==> config.mk <==
export PLATFORM = sky130hd
export DESIGN_NAME = eei_ctrl
export DESIGN_NICKNAME = d
export VERILOG_FILES = /design/src/include/eei_pkg.sv /design/src/verilog/eei_ctrl.sv
export SDC_FILE = /design/constraint.sdc
export NUM_CORES = 1
export LEC_CHECK = 0
export BUFFER_PORTS_ARGS = -buffer_cell sky130_fd_sc_hd__buf_2
export CAP_MARGIN = 20
export CORE_ASPECT_RATIO = 1.4
export CORE_MARGIN = 2
export CORE_UTILIZATION = 30
export DETAILED_ROUTE_END_ITERATION = 6
export GPL_TIMING_DRIVEN = 0
export PLACE_DENSITY = 0.56
export SETUP_SLACK_MARGIN = 0.5
export SLEW_MARGIN = 20
export SYNTH_ARGS = -nofsm -noshare
export SYNTH_HDL_FRONTEND = slang
export SYNTH_SLANG_ARGS = --single-unit
==> constraint.sdc <==
create_clock -name pclk -period 2.4 [get_ports pclk]
set_input_delay 0.12 -clock pclk [delete_from_list [all_inputs] [get_ports pclk]]
set_output_delay 0.12 -clock pclk [all_outputs]
set_load 0.1 [all_outputs]
==> src/include/eei_pkg.sv <==
// Package for the external edge interrupt front end: register map, fields, timing
package eei_pkg;

   // -----------------------------------------------------------------
   // Register byte addresses
   // -----------------------------------------------------------------
   localparam logic [7:0] ADDR_CTRL1   = 8'h00;
   localparam logic [7:0] ADDR_CTRL2   = 8'h04;
   localparam logic [7:0] ADDR_CTRL3   = 8'h08;
   localparam logic [7:0] ADDR_LCDB    = 8'h0c;
   localparam logic [7:0] ADDR_ENA     = 8'h10;
   localparam logic [7:0] ADDR_TMR2    = 8'h14;
   localparam logic [7:0] ADDR_TMR5    = 8'h18;
   localparam logic [7:0] ADDR_STATUS  = 8'h1c;
   localparam logic [7:0] ADDR_CMD     = 8'h20;

   // -----------------------------------------------------------------
   // Field positions
   // -----------------------------------------------------------------
   localparam int C1_NF_EN     = 0;
   localparam int C1_EDGE_LO   = 1;
   localparam int C1_EDGE_HI   = 2;
   localparam int C1_ZC_EN     = 3;
   localparam int C2_DIV_SEL   = 0;
   localparam int C2_SMP_EN    = 1;
   localparam int C2_EXT1_RISE = 2;
   localparam int LCDB_EXT2_EN = 0;
   localparam int ENA_EXT0     = 0;
   localparam int ENA_EXT12    = 1;
   localparam int TMR2_ZC_GATE = 2;
   localparam int TMR5_ZC_RUN  = 2;
   localparam int CMD_SKIP0    = 0;
   localparam int CMD_SKIP12   = 1;
   localparam int CMD_ACK0     = 2;
   localparam int CMD_ACK12    = 3;
   localparam int CMD_GIE_SET  = 4;
   localparam int CMD_GIE_CLR  = 5;

   localparam logic [3:0] CTRL_RST = 4'h0;

   // -----------------------------------------------------------------
   // Timing
   // -----------------------------------------------------------------
   localparam int CYC_PER_MACHINE = 3;
   localparam int DIV_FAST        = 24;
   localparam int DIV_SLOW        = 96;
   localparam int FILT_BITS       = 4;

   typedef struct packed {
      logic ext0;
      logic ext12;
      logic irq;
      logic zc_flag;
      logic t2_run;
   } eei_out_s;

endpackage : eei_pkg

==> src/verilog/eei_ctrl.sv <==
// External edge interrupt front end with noise filter and zero-cross detector
//
// The APB interface to the registers and the register offsets were chosen for this implementation.
`timescale 1ns/1ns
module eei_ctrl
#(
   parameter int DIV_FAST_P = eei_pkg::DIV_FAST,
   parameter int DIV_SLOW_P = eei_pkg::DIV_SLOW
)
(
   input  wire logic        pclk,
   input  wire logic        presetn,
   input  wire logic        psel,
   input  wire logic        penable,
   input  wire logic        pwrite,
   input  wire logic [7:0]  paddr,
   input  wire logic [31:0] pwdata,
   output logic [31:0]      prdata,
   output logic             pready,
   output logic             pslverr,
   input  wire logic        ext0_pin,
   input  wire logic        ext1_pin,
   input  wire logic        ext2_pin,
   input  wire logic        zero_cross_input_pin,
   output logic             irq_ext0,
   output logic             irq_ext12,
   output logic             timer2_count_en,
   output logic             wake_level
);

   // -----------------------------------------------------------------
   // Registers
   // -----------------------------------------------------------------
   logic [3:0] first_int_ctrl_reg_r;
   logic [3:0] second_int_ctrl_reg_r;
   logic       third_int_ctrl_reg_r;
   logic       lcd_ctrl_reg_b_r;
   logic [1:0] enable_bits_reg_a_r;
   logic       timer2_ctrl_r;
   logic       fifth_timer_ctrl_r;
   logic       global_irq_enable_r;
   logic       ext0_request_flag_r;
   logic       ext12_request_flag_r;
   logic       canceller_flag_r;
   logic       zero_cross_flag_r;
   logic [31:0] prdata_r;

   logic wr_en;
   logic rd_en;
   logic mapped;
   logic skip0;
   logic skip12;
   logic ack0;
   logic ack12;

   function automatic logic hit(input logic [7:0] a, input logic [7:0] b);
      hit = (a == b);
   endfunction : hit

   assign wr_en  = psel && penable && pwrite;
   assign rd_en  = psel && penable && !pwrite;
   assign pready = 1'b1;
   assign mapped = (paddr[1:0] == 2'b00) && (paddr <= eei_pkg::ADDR_CMD);
   assign pslverr = psel && penable && !mapped;
   assign prdata = prdata_r;

   // Command strobes model the CPU's skip and interrupt-entry actions
   assign skip0  = wr_en && hit(paddr, eei_pkg::ADDR_CMD) && pwdata[eei_pkg::CMD_SKIP0];
   assign skip12 = wr_en && hit(paddr, eei_pkg::ADDR_CMD) && pwdata[eei_pkg::CMD_SKIP12];
   assign ack0   = wr_en && hit(paddr, eei_pkg::ADDR_CMD) && pwdata[eei_pkg::CMD_ACK0];
   assign ack12  = wr_en && hit(paddr, eei_pkg::ADDR_CMD) && pwdata[eei_pkg::CMD_ACK12];

   always_ff @(posedge pclk or negedge presetn)
   begin
      if (!presetn)
      begin
         first_int_ctrl_reg_r  <= eei_pkg::CTRL_RST;
         second_int_ctrl_reg_r <= eei_pkg::CTRL_RST;
         third_int_ctrl_reg_r  <= 1'b0;
         lcd_ctrl_reg_b_r      <= 1'b0;
         enable_bits_reg_a_r   <= 2'b00;
         timer2_ctrl_r         <= 1'b0;
         fifth_timer_ctrl_r    <= 1'b0;
      end
      else if (wr_en)
      begin
         if (hit(paddr, eei_pkg::ADDR_CTRL1))
            first_int_ctrl_reg_r <= pwdata[3:0];
         if (hit(paddr, eei_pkg::ADDR_CTRL2))
            second_int_ctrl_reg_r <= pwdata[3:0];
         if (hit(paddr, eei_pkg::ADDR_CTRL3))
            third_int_ctrl_reg_r <= pwdata[0];
         if (hit(paddr, eei_pkg::ADDR_LCDB))
            lcd_ctrl_reg_b_r <= pwdata[eei_pkg::LCDB_EXT2_EN];
         if (hit(paddr, eei_pkg::ADDR_ENA))
            enable_bits_reg_a_r <= pwdata[1:0];
         if (hit(paddr, eei_pkg::ADDR_TMR2))
            timer2_ctrl_r <= pwdata[eei_pkg::TMR2_ZC_GATE];
         if (hit(paddr, eei_pkg::ADDR_TMR5))
            fifth_timer_ctrl_r <= pwdata[eei_pkg::TMR5_ZC_RUN];
      end
   end

   // -----------------------------------------------------------------
   // Read path
   // -----------------------------------------------------------------
   always_ff @(posedge pclk or negedge presetn)
   begin
      if (!presetn)
         prdata_r <= 32'h0000_0000;
      else if (psel && !penable && !pwrite)
      begin
         unique case (paddr)
            eei_pkg::ADDR_CTRL1:  prdata_r <= {28'h0, first_int_ctrl_reg_r};
            eei_pkg::ADDR_CTRL2:  prdata_r <= {28'h0, second_int_ctrl_reg_r};
            eei_pkg::ADDR_CTRL3:  prdata_r <= {31'h0, third_int_ctrl_reg_r};
            eei_pkg::ADDR_LCDB:   prdata_r <= {31'h0, lcd_ctrl_reg_b_r};
            eei_pkg::ADDR_ENA:    prdata_r <= {30'h0, enable_bits_reg_a_r};
            eei_pkg::ADDR_TMR2:   prdata_r <= {29'h0, timer2_ctrl_r, 2'b00};
            eei_pkg::ADDR_TMR5:   prdata_r <= {29'h0, fifth_timer_ctrl_r, 2'b00};
            eei_pkg::ADDR_STATUS: prdata_r <= {27'h0, global_irq_enable_r,
                                               zero_cross_flag_r, canceller_flag_r,
                                               ext12_request_flag_r, ext0_request_flag_r};
            default:              prdata_r <= 32'h0000_0000;
         endcase
      end
   end

   // -----------------------------------------------------------------
   // Pin synchronisers and edge detection
   // -----------------------------------------------------------------
   logic [3:0] sync1_r;
   logic [3:0] sync2_r;
   logic [3:0] prev_r;
   logic [3:0] rise;
   logic [3:0] fall;

   always_ff @(posedge pclk or negedge presetn)
   begin
      if (!presetn)
      begin
         sync1_r <= 4'h0;
         sync2_r <= 4'h0;
         prev_r  <= 4'h0;
      end
      else
      begin
         // Ext2 lane carries the OR so the combined edge is seen once
         sync1_r <= {zero_cross_input_pin, ext1_pin | ext2_pin, ext1_pin, ext0_pin};
         sync2_r <= sync1_r;
         prev_r  <= sync2_r;
      end
   end

   assign rise = sync2_r & ~prev_r;
   assign fall = ~sync2_r & prev_r;

   // Ext0 source is the pin, or the zero-cross input when that detector is on
   logic e0_level;
   logic e0_prev;
   logic e0_edge;
   logic e12_edge;
   logic e12_sel_rise;
   logic e12_src;
   logic e12_prev_src;

   assign e0_level = first_int_ctrl_reg_r[eei_pkg::C1_ZC_EN] ? sync2_r[3] : sync2_r[0];
   assign e0_prev  = first_int_ctrl_reg_r[eei_pkg::C1_ZC_EN] ? prev_r[3] : prev_r[0];

   function automatic logic edge_ok(input logic lvl, input logic prv, input logic [1:0] sel);
      edge_ok = (sel[0] && prv && !lvl) || (sel[1] && !prv && lvl);
   endfunction : edge_ok

   // Edge select: bit 1 falling (plus to minus), bit 2 rising; both for either
   assign e0_edge = edge_ok(e0_level, e0_prev,
                            first_int_ctrl_reg_r[eei_pkg::C1_EDGE_HI:eei_pkg::C1_EDGE_LO]);

   assign e12_sel_rise = second_int_ctrl_reg_r[eei_pkg::C2_EXT1_RISE];
   assign e12_src      = (third_int_ctrl_reg_r && lcd_ctrl_reg_b_r) ? sync2_r[2] : sync2_r[1];
   assign e12_prev_src = (third_int_ctrl_reg_r && lcd_ctrl_reg_b_r) ? prev_r[2] : prev_r[1];
   assign e12_edge = edge_ok(e12_src, e12_prev_src, {e12_sel_rise, !e12_sel_rise});

   // -----------------------------------------------------------------
   // Noise filter: sampled shift register, a stable run accepts the edge
   // -----------------------------------------------------------------
   logic       filt_on;
   logic [6:0] div_cnt_r;
   logic       smp_tick;
   logic [eei_pkg::FILT_BITS-1:0] shreg_r;
   logic       pend_r;
   logic       cancel_set;

   assign filt_on = first_int_ctrl_reg_r[eei_pkg::C1_NF_EN]
                    && second_int_ctrl_reg_r[eei_pkg::C2_SMP_EN];
   assign smp_tick = (div_cnt_r == (second_int_ctrl_reg_r[eei_pkg::C2_DIV_SEL]
                     ? 7'(DIV_SLOW_P - 1) : 7'(DIV_FAST_P - 1)));

   always_ff @(posedge pclk or negedge presetn)
   begin
      if (!presetn)
         div_cnt_r <= 7'h00;
      else if (!filt_on || smp_tick)
         div_cnt_r <= 7'h00;
      else
         div_cnt_r <= div_cnt_r + 7'h01;
   end

   // A valid edge arms the filter; another valid edge before the shift register
   // fills restarts it, so the earlier edge is discarded. Free-running sampler
   // phase gives the spread of accepted intervals.
   always_ff @(posedge pclk or negedge presetn)
   begin
      if (!presetn)
      begin
         shreg_r <= '0;
         pend_r  <= 1'b0;
      end
      else if (!filt_on)
      begin
         shreg_r <= '0;
         pend_r  <= 1'b0;
      end
      else if (e0_edge)
      begin
         shreg_r <= '0;
         pend_r  <= 1'b1;
      end
      else if (pend_r && smp_tick)
      begin
         shreg_r <= {shreg_r[eei_pkg::FILT_BITS-2:0], 1'b1};
         if (shreg_r[eei_pkg::FILT_BITS-2])
            pend_r <= 1'b0;
      end
   end

   assign cancel_set = pend_r && smp_tick && shreg_r[eei_pkg::FILT_BITS-2] && !e0_edge;

   // -----------------------------------------------------------------
   // Flags
   // -----------------------------------------------------------------
   logic e0_cause;
   logic zc_set;
   logic zc_rose_r;

   // Skip in the same cycle as the canceller set voids that event
   assign e0_cause = filt_on ? (cancel_set && !skip0) : e0_edge;
   assign zc_set   = e0_cause && first_int_ctrl_reg_r[eei_pkg::C1_ZC_EN]
                     && fifth_timer_ctrl_r;

   always_ff @(posedge pclk or negedge presetn)
   begin
      if (!presetn)
         canceller_flag_r <= 1'b0;
      else if (cancel_set && !skip0)
         canceller_flag_r <= 1'b1;
      else if (ack0 || skip0 || zc_rose_r)
         canceller_flag_r <= 1'b0;
   end

   // The zero-cross flag rises on the same edge that sets the canceller, and
   // set wins there, so the canceller is cleared one cycle later
   always_ff @(posedge pclk or negedge presetn)
   begin
      if (!presetn)
         zc_rose_r <= 1'b0;
      else
         zc_rose_r <= zc_set;
   end

   always_ff @(posedge pclk or negedge presetn)
   begin
      if (!presetn)
         ext0_request_flag_r <= 1'b0;
      else if (e0_cause)
         ext0_request_flag_r <= 1'b1;
      else if (ack0 || skip0)
         ext0_request_flag_r <= 1'b0;
   end

   always_ff @(posedge pclk or negedge presetn)
   begin
      if (!presetn)
         ext12_request_flag_r <= 1'b0;
      else if (e12_edge)
         ext12_request_flag_r <= 1'b1;
      else if (ack12 || skip12)
         ext12_request_flag_r <= 1'b0;
   end

   always_ff @(posedge pclk or negedge presetn)
   begin
      if (!presetn)
         zero_cross_flag_r <= 1'b0;
      else if (!fifth_timer_ctrl_r)
         zero_cross_flag_r <= 1'b0;
      else if (zc_set)
         zero_cross_flag_r <= 1'b1;
   end

   // Entry clears global enable; set by command
   always_ff @(posedge pclk or negedge presetn)
   begin
      if (!presetn)
         global_irq_enable_r <= 1'b0;
      else if (ack0 || ack12 || (wr_en && hit(paddr, eei_pkg::ADDR_CMD)
               && pwdata[eei_pkg::CMD_GIE_CLR]))
         global_irq_enable_r <= 1'b0;
      else if (wr_en && hit(paddr, eei_pkg::ADDR_CMD) && pwdata[eei_pkg::CMD_GIE_SET])
         global_irq_enable_r <= 1'b1;
   end

   // -----------------------------------------------------------------
   // Outputs
   // -----------------------------------------------------------------
   assign irq_ext0  = ext0_request_flag_r && enable_bits_reg_a_r[eei_pkg::ENA_EXT0]
                      && global_irq_enable_r;
   assign irq_ext12 = ext12_request_flag_r && enable_bits_reg_a_r[eei_pkg::ENA_EXT12]
                      && global_irq_enable_r;
   // Run bit gates too, so a software clear stops the timer on the next cycle
   assign timer2_count_en = timer2_ctrl_r && zero_cross_flag_r
                            && fifth_timer_ctrl_r;
   // Wake level held in first control bit 2 (shared with edge select)
   assign wake_level = first_int_ctrl_reg_r[eei_pkg::C1_EDGE_HI];

endmodule : eei_ctrl

---- After elaboration in Yosys (flattened, before gate mapping) ----
Index checks and enable logic that the tools add are counted.
word-level totals
  flip-flop bits (word level) ............. 75
  output and inout bits ................... 38
  word-level logic and storage cells ...... 128
operators by class
  $add $sub $neg .......................... 1
  $lt $le $gt $ge ......................... 1
  equal/unequal tests ..................... 12
  multiplexer cells ....................... 25
  bitwise operators ....................... 1
  reduce and logical (&&, ||, !) cells .... 68
operators by type and width
  kind                                                                     number
  5-bit one-hot mux with 8 select lines                                    1
  1-bit logical AND                                                        35
  8-bit by 5-bit == test with 1-bit output, second input constant          4
  1-bit 2-to-1 mux                                                         19
  8-bit by 4-bit == test with 1-bit output, second input constant          2
  2-bit AND reduction                                                      8
  7-bit 2-to-1 mux                                                         2
  1-bit zero test                                                          11
  3-bit 2-to-1 mux                                                         3
  8-bit by 3-bit == test with 1-bit output, second input constant          1
  8-bit by 6-bit == test with 1-bit output, second input constant          1
  8-bit by 6-bit <= comparator with 1-bit output, second input constant    1
  8-bit zero test                                                          1
  1-bit logical OR                                                         8
  2-bit nonzero test                                                       4
  7-bit by 1-bit adder with 7-bit output, second input constant            1
  7-bit == test                                                            1
  3-bit by 2-bit inequality test with 1-bit output, second input constant  2
  2-bit zero test                                                          1
  2-bit by 1-bit inequality test with 1-bit output, second input constant  1
  1-bit bitwise OR                                                         1

---- Logic depth before layout (Yosys ltp) ----
  depth after elaboration ................. 13
  gate-level depth with buffers ........... 6

---- Worst setup path before layout ----
No wires, ideal clock.
  path type ............................... register to register
  start point ............................. reg first_int_ctrl_reg_r[2]
  end point ............................... reg canceller_flag_r
  setup time .............................. 0.073 ns
  arrival time ............................ 1.748 ns
  slack ................................... 0.579 ns
  cell stages (with the launch flop) ...... 5
  buffers on the path ..................... 0
  path through ............................ dfrtp_1 > nand4bb_1 > nand2_1 > or4_4 > a21oi_2
between the ends
  longest elaborated chain between the ends .. 7
  elaborated cells on any way between the ends .. 8
RTL lines
  what                                                    line             text
  from (decl)                                             eei_ctrl.sv:34   logic [3:0] first_int_ctrl_reg_r;
  from (signal assigned)                                  eei_ctrl.sv:77   first_int_ctrl_reg_r <= eei_pkg::CTRL_RST;
  from (signal assigned)                                  eei_ctrl.sv:88   first_int_ctrl_reg_r <= pwdata[3:0];
  1-bit logical AND (*) (2 in series)                     eei_ctrl.sv:171  edge_ok = (sel[0] && prv && !lvl) || (sel[1] && !prv && lvl);
  1-bit logical OR (*)                                    eei_ctrl.sv:171
  1-bit zero test (*)                                     eei_ctrl.sv:236  assign cancel_set = pend_r && smp_tick && shreg_r[eei_pkg::FILT_BITS-2] && !e0_edge;
  1-bit logical AND (*)                                   eei_ctrl.sv:236
  1-bit logical AND (*)                                   eei_ctrl.sv:254  else if (cancel_set && !skip0)
  1-bit 2-to-1 mux or 2-bit nonzero test (tied branches)  n/a
  to (signal assigned)                                    eei_ctrl.sv:253  canceller_flag_r <= 1'b0;
  to (signal assigned)                                    eei_ctrl.sv:255  canceller_flag_r <= 1'b1;
  to (signal assigned)                                    eei_ctrl.sv:257  canceller_flag_r <= 1'b0;
  to (decl)                                               eei_ctrl.sv:44   logic canceller_flag_r;
Every way passes the cells marked *; elsewhere a longest branch is shown, timed or not.
A chain may end at the register's enable or synchronous reset.

---- Worst setup path in the final report ----
  start point ............................. reg div_cnt_r[3]
  end point ............................... reg ext0_request_flag_r
between the ends
  longest elaborated chain between the ends .. 7
  elaborated cells on any way between the ends .. 8
RTL lines
  what                                                    line             text
  from (decl)                                             eei_ctrl.sv:187  logic [6:0] div_cnt_r;
  from (signal assigned)                                  eei_ctrl.sv:205  div_cnt_r <= div_cnt_r + 7'h01;
  7-bit == test (*)                                       eei_ctrl.sv:195  assign smp_tick = (div_cnt_r == (second_int_ctrl_reg_r[eei_pkg::C2_DIV_SEL]
  1-bit logical AND (*) (3 in series)                     eei_ctrl.sv:236
  1-bit logical AND (*)                                   eei_ctrl.sv:246  assign e0_cause = filt_on ? (cancel_set && !skip0) : e0_edge;
  1-bit 2-to-1 mux (*)                                    eei_ctrl.sv:246
  1-bit 2-to-1 mux or 2-bit nonzero test (tied branches)  n/a
  to (signal assigned)                                    eei_ctrl.sv:273  ext0_request_flag_r <= 1'b0;
  to (signal assigned)                                    eei_ctrl.sv:275  ext0_request_flag_r <= 1'b1;
  to (signal assigned)                                    eei_ctrl.sv:277  ext0_request_flag_r <= 1'b0;
  to (decl)                                               eei_ctrl.sv:42   logic ext0_request_flag_r;
Marked as above.

==> results.json <==
{
  "core_um2": 7845,
  "cellPowerDensity_nw_per_um2": 552.8,
  "postSynthAreaPerCell_um2": 10.72,
  "ant_nets": 0,
  "hp-start": "ext2_pin",
  "grt_pass1_wl_mm": 8.383,
  "cts_buffers": 5,
  "worst_skew_pair.late_latency_ns": 0.29,
  "r2r-start": "div_cnt_r[3]$_DFF_PN0_",
  "grt_util_all_layers_pct": 11.84,
  "finClkSkew_ns": 0.005954,
  "placed_cells": 384,
  "multi_input_area_um2": 1091,
  "worstPathRequired_ns": 2.61,
  "status": "finished, final reports clean",
  "drc": 0,
  "yosysSeqAreaShare_pct": 49.16,
  "worstMarginPinSlew_ns": 0.7675,
  "setup_tns_ns": 0,
  "synth_flop_cell": "dfrtp_1",
  "dieArea_um2": 8893,
  "routed-wl-met3_um": 343,
  "drt_wl_total_mm": 5.073,
  "synthCells": 228,
  "ys_types": 51,
  "antenna_found_initial": 0,
  "drive_gt1_share_pct": 31.31,
  "ff_latch_area_um2": 1202,
  "wl_per_cell_um": 12.78,
  "ios": 87,
  "grt-ovfl-total": 0,
  "hold_violations": 0,
  "slew_viol_final": 0,
  "hp-class": "primary input to register",
  "nFillCells": 800,
  "portBuffers": 30,
  "dr.pass1.iters": 4,
  "num_antenna_cells": 0,
  "dpl.hpwl_mm": 3.837,
  "irDropWorstVdd_uv": 235.0,
  "ys_ff_latch": 48,
  "root_buffer": "clkbuf_8",
  "path_clk_slew_ns": 0.08,
  "place_congestion": 0.8319,
  "crit_path_start": "div_cnt_r[3]$_DFF_PN0_",
  "grt_max_degree": 49,
  "reg2reg_setup_slack_ns": 0.55,
  "clockBufferDepth": 2,
  "cts_tree": "done",
  "synth-edff-count": 0,
  "cp_data_arrival_time_ns": 2.05,
  "vias_per_cell": 4.642,
  "worst-path-max-fanout": 5,
  "cts.htree.levels": 2,
  "max_freq_ghz": 0.5419,
  "setup_violations": 0,
  "syn_to_final_growth_pct": 21.61,
  "drv_cap": 0,
  "cp-start-kind": "register",
  "rows": 38,
  "nets": 346,
  "grt_pass1_vias": 1812,
  "route.met2.wl_mm": 2.514,
  "max_slew_margin_pct": 48.44,
  "drt-initial-drc-count": 78,
  "start_util_pct": 31.15,
  "async_flop_share_pct": 100.0,
  "ys_warn_count": 0,
  "rsz0062_at_grt": "no",
  "finalCriticalPeriod_ns": 1.846,
  "die_h_um": 110.8,
  "syn_area_um2": 2444,
  "worstSetupPathType": "register to register",
  "whs_path_depth": 2,
  "die_w_um": 80.28,
  "layout.cells.non_filler": 397,
  "fin_crit_sh_pct": 76.90,
  "clock-sinks": 48,
  "endpoint_kind": "register",
  "worst_r2r_path_depth": 4,
  "p_leak_nw": 1.413,
  "wl_met1_mm": 2.105,
  "top_layer": "met4",
  "vias": 1843
}
## synthesized netlist by cell type, types with 2 or more instances
master	number	area (um2)
inv_1	6	22.52
mux2i_1	5	50.05
o21ai_0	4	20.02
a21oi_1	7	35.03
o21ai_1	6	30.03
and3_1	8	50.05
mux2_2	16	180.2
or2_1	2	12.51
o31ai_1	2	15.01
conb_1	2	7.510
xnor2_1	2	17.52
buf_4	28	210.2
dfrtp_1	48	1201
or3_1	3	18.77
a31oi_1	2	12.51
nand4b_1	5	43.79
o2111ai_1	2	17.52
o211ai_1	2	15.01
clkbuf_1	4	15.01
a211oi_1	2	15.01
nor2_1	11	41.29
nand2_1	16	60.06
nor3_1	8	40.04
xor2_1	3	26.28
nand3b_1	3	22.52
nand3_1	6	30.03
## layout make-up
class | instances | share of cell area (%)
inverters | 6 | 0.7579
flip-flops and latches | 48 | 40.46
well taps | 100 | 4.211
multi-input cells | 166 | 36.72
repair buffers | 35 | 6.737
clock buffers | 8 | 3.032
plain buffers | 34 | 8.084
## repair_timing
| item | 4_1_cts | 5_1_grt |
|---|---|---|
| resized for setup | 0 | 3 |
| endpoints found under the setup margin | 0 | 3 |
| hold buffers | 3 | 1 |
| setup buffers | 0 | 1 |
| endpoints found under the hold margin | 3 | 48 |
## cells in the final DEF (no fill, tap or decap), types with 7 or more instances in the layout
cell type / instances
nand2_1: 16
mux2_2: 16
dfrtp_1: 47
nor2_1: 11
buf_2: 29
buf_4: 30
conb_1: 28
a21oi_1: 7
and3_1: 8
nor3_1: 8
## kinds of logic (layout without fill, tap and decap cells)
family | count (synthesis) | after routing | synth area share [%]
and+or+nand+nor | 74 | 74 | 17.77
DFF | 48 | 48 | 49.16
buffers and inverters | 40 | 83 | 10.75
AOI/OAI and AO/OA | 37 | 37 | 10.29
muxes | 21 | 21 | 9.421
xor gates and xnor gates | 5 | 5 | 1.792
other | 2 | 28 | 0.3073
adders and majority gates | 1 | 1 | 0.5120
## report_power, final
part / switching (mW) / leakage, nW / internal [mW]
sequential: 0.00928 / 0.626 / 0.822
combinational: 0.260 / 0.741 / 0.0668
clock: 0.249 / 0.0455 / 0.235
total: 0.518 / 1.41 / 1.12
## sequential cells by signal, indices dropped and copies added (netlist names), 2 cells and up
| signal | flops |
|---|---|
| prev_r | 4 |
| enable_bits_reg_a_r | 2 |
| second_int_ctrl_reg_r | 4 |
| sync1_r | 4 |
| prdata | 5 |
| div_cnt_r | 7 |
| first_int_ctrl_reg_r | 4 |
| shreg_r | 3 |
| sync2_r | 4 |
## per-stage QoR
step / util, % / instance area, um2 / hold WS [ns] / power, mW / worst slack [ns]
after detailed placement: 35.90 / 2816 / 0.2297 / 1.169 / 0.4466
final: 37.88 / 2972 / 0.01424 / 1.643 / 0.5545
after CTS: 37.43 / 2937 / 0.004006 / 1.667 / 0.5034
after floorplan: - / 2541 / -0.1756 / 1.113 / 0.5795
after global routing: 37.88 / 2972 / 0.002331 / 1.725 / 0.4943
after global placement: 35.90 / 2816 / 0.2296 / 1.167 / 0.4466
## final timing paths
| path | end |
|---|---|
| max | ext0_request_flag_r$_DFFE_PN0P_ |
| min | sync1_r[2]$_DFF_PN0_ |
| max reg2reg | ext0_request_flag_r$_DFFE_PN0P_ |
| min reg2reg | sync2_r[1]$_DFF_PN0_ |
| max in group asynchronous | div_cnt_r[3]$_DFF_PN0_ |
| min in group asynchronous | prdata[3]$_DFFE_PN0P_ |
## per-layer routing
layer	up-vias	global-route usage (%)
met5	-	0
met2	69	20.83
met1	861	13.40
met4	0	4.407
li1	902	-
met3	11	3.094
## critical path, cell delays in order, from the launching register on
cell      delay, ns
dfrtp_2        0.43
or3_4          0.40
a211o_4        0.37
a2111o_1       0.34
o211ai_1       0.22
Note: power is estimated with default switching activity, not from simulation.
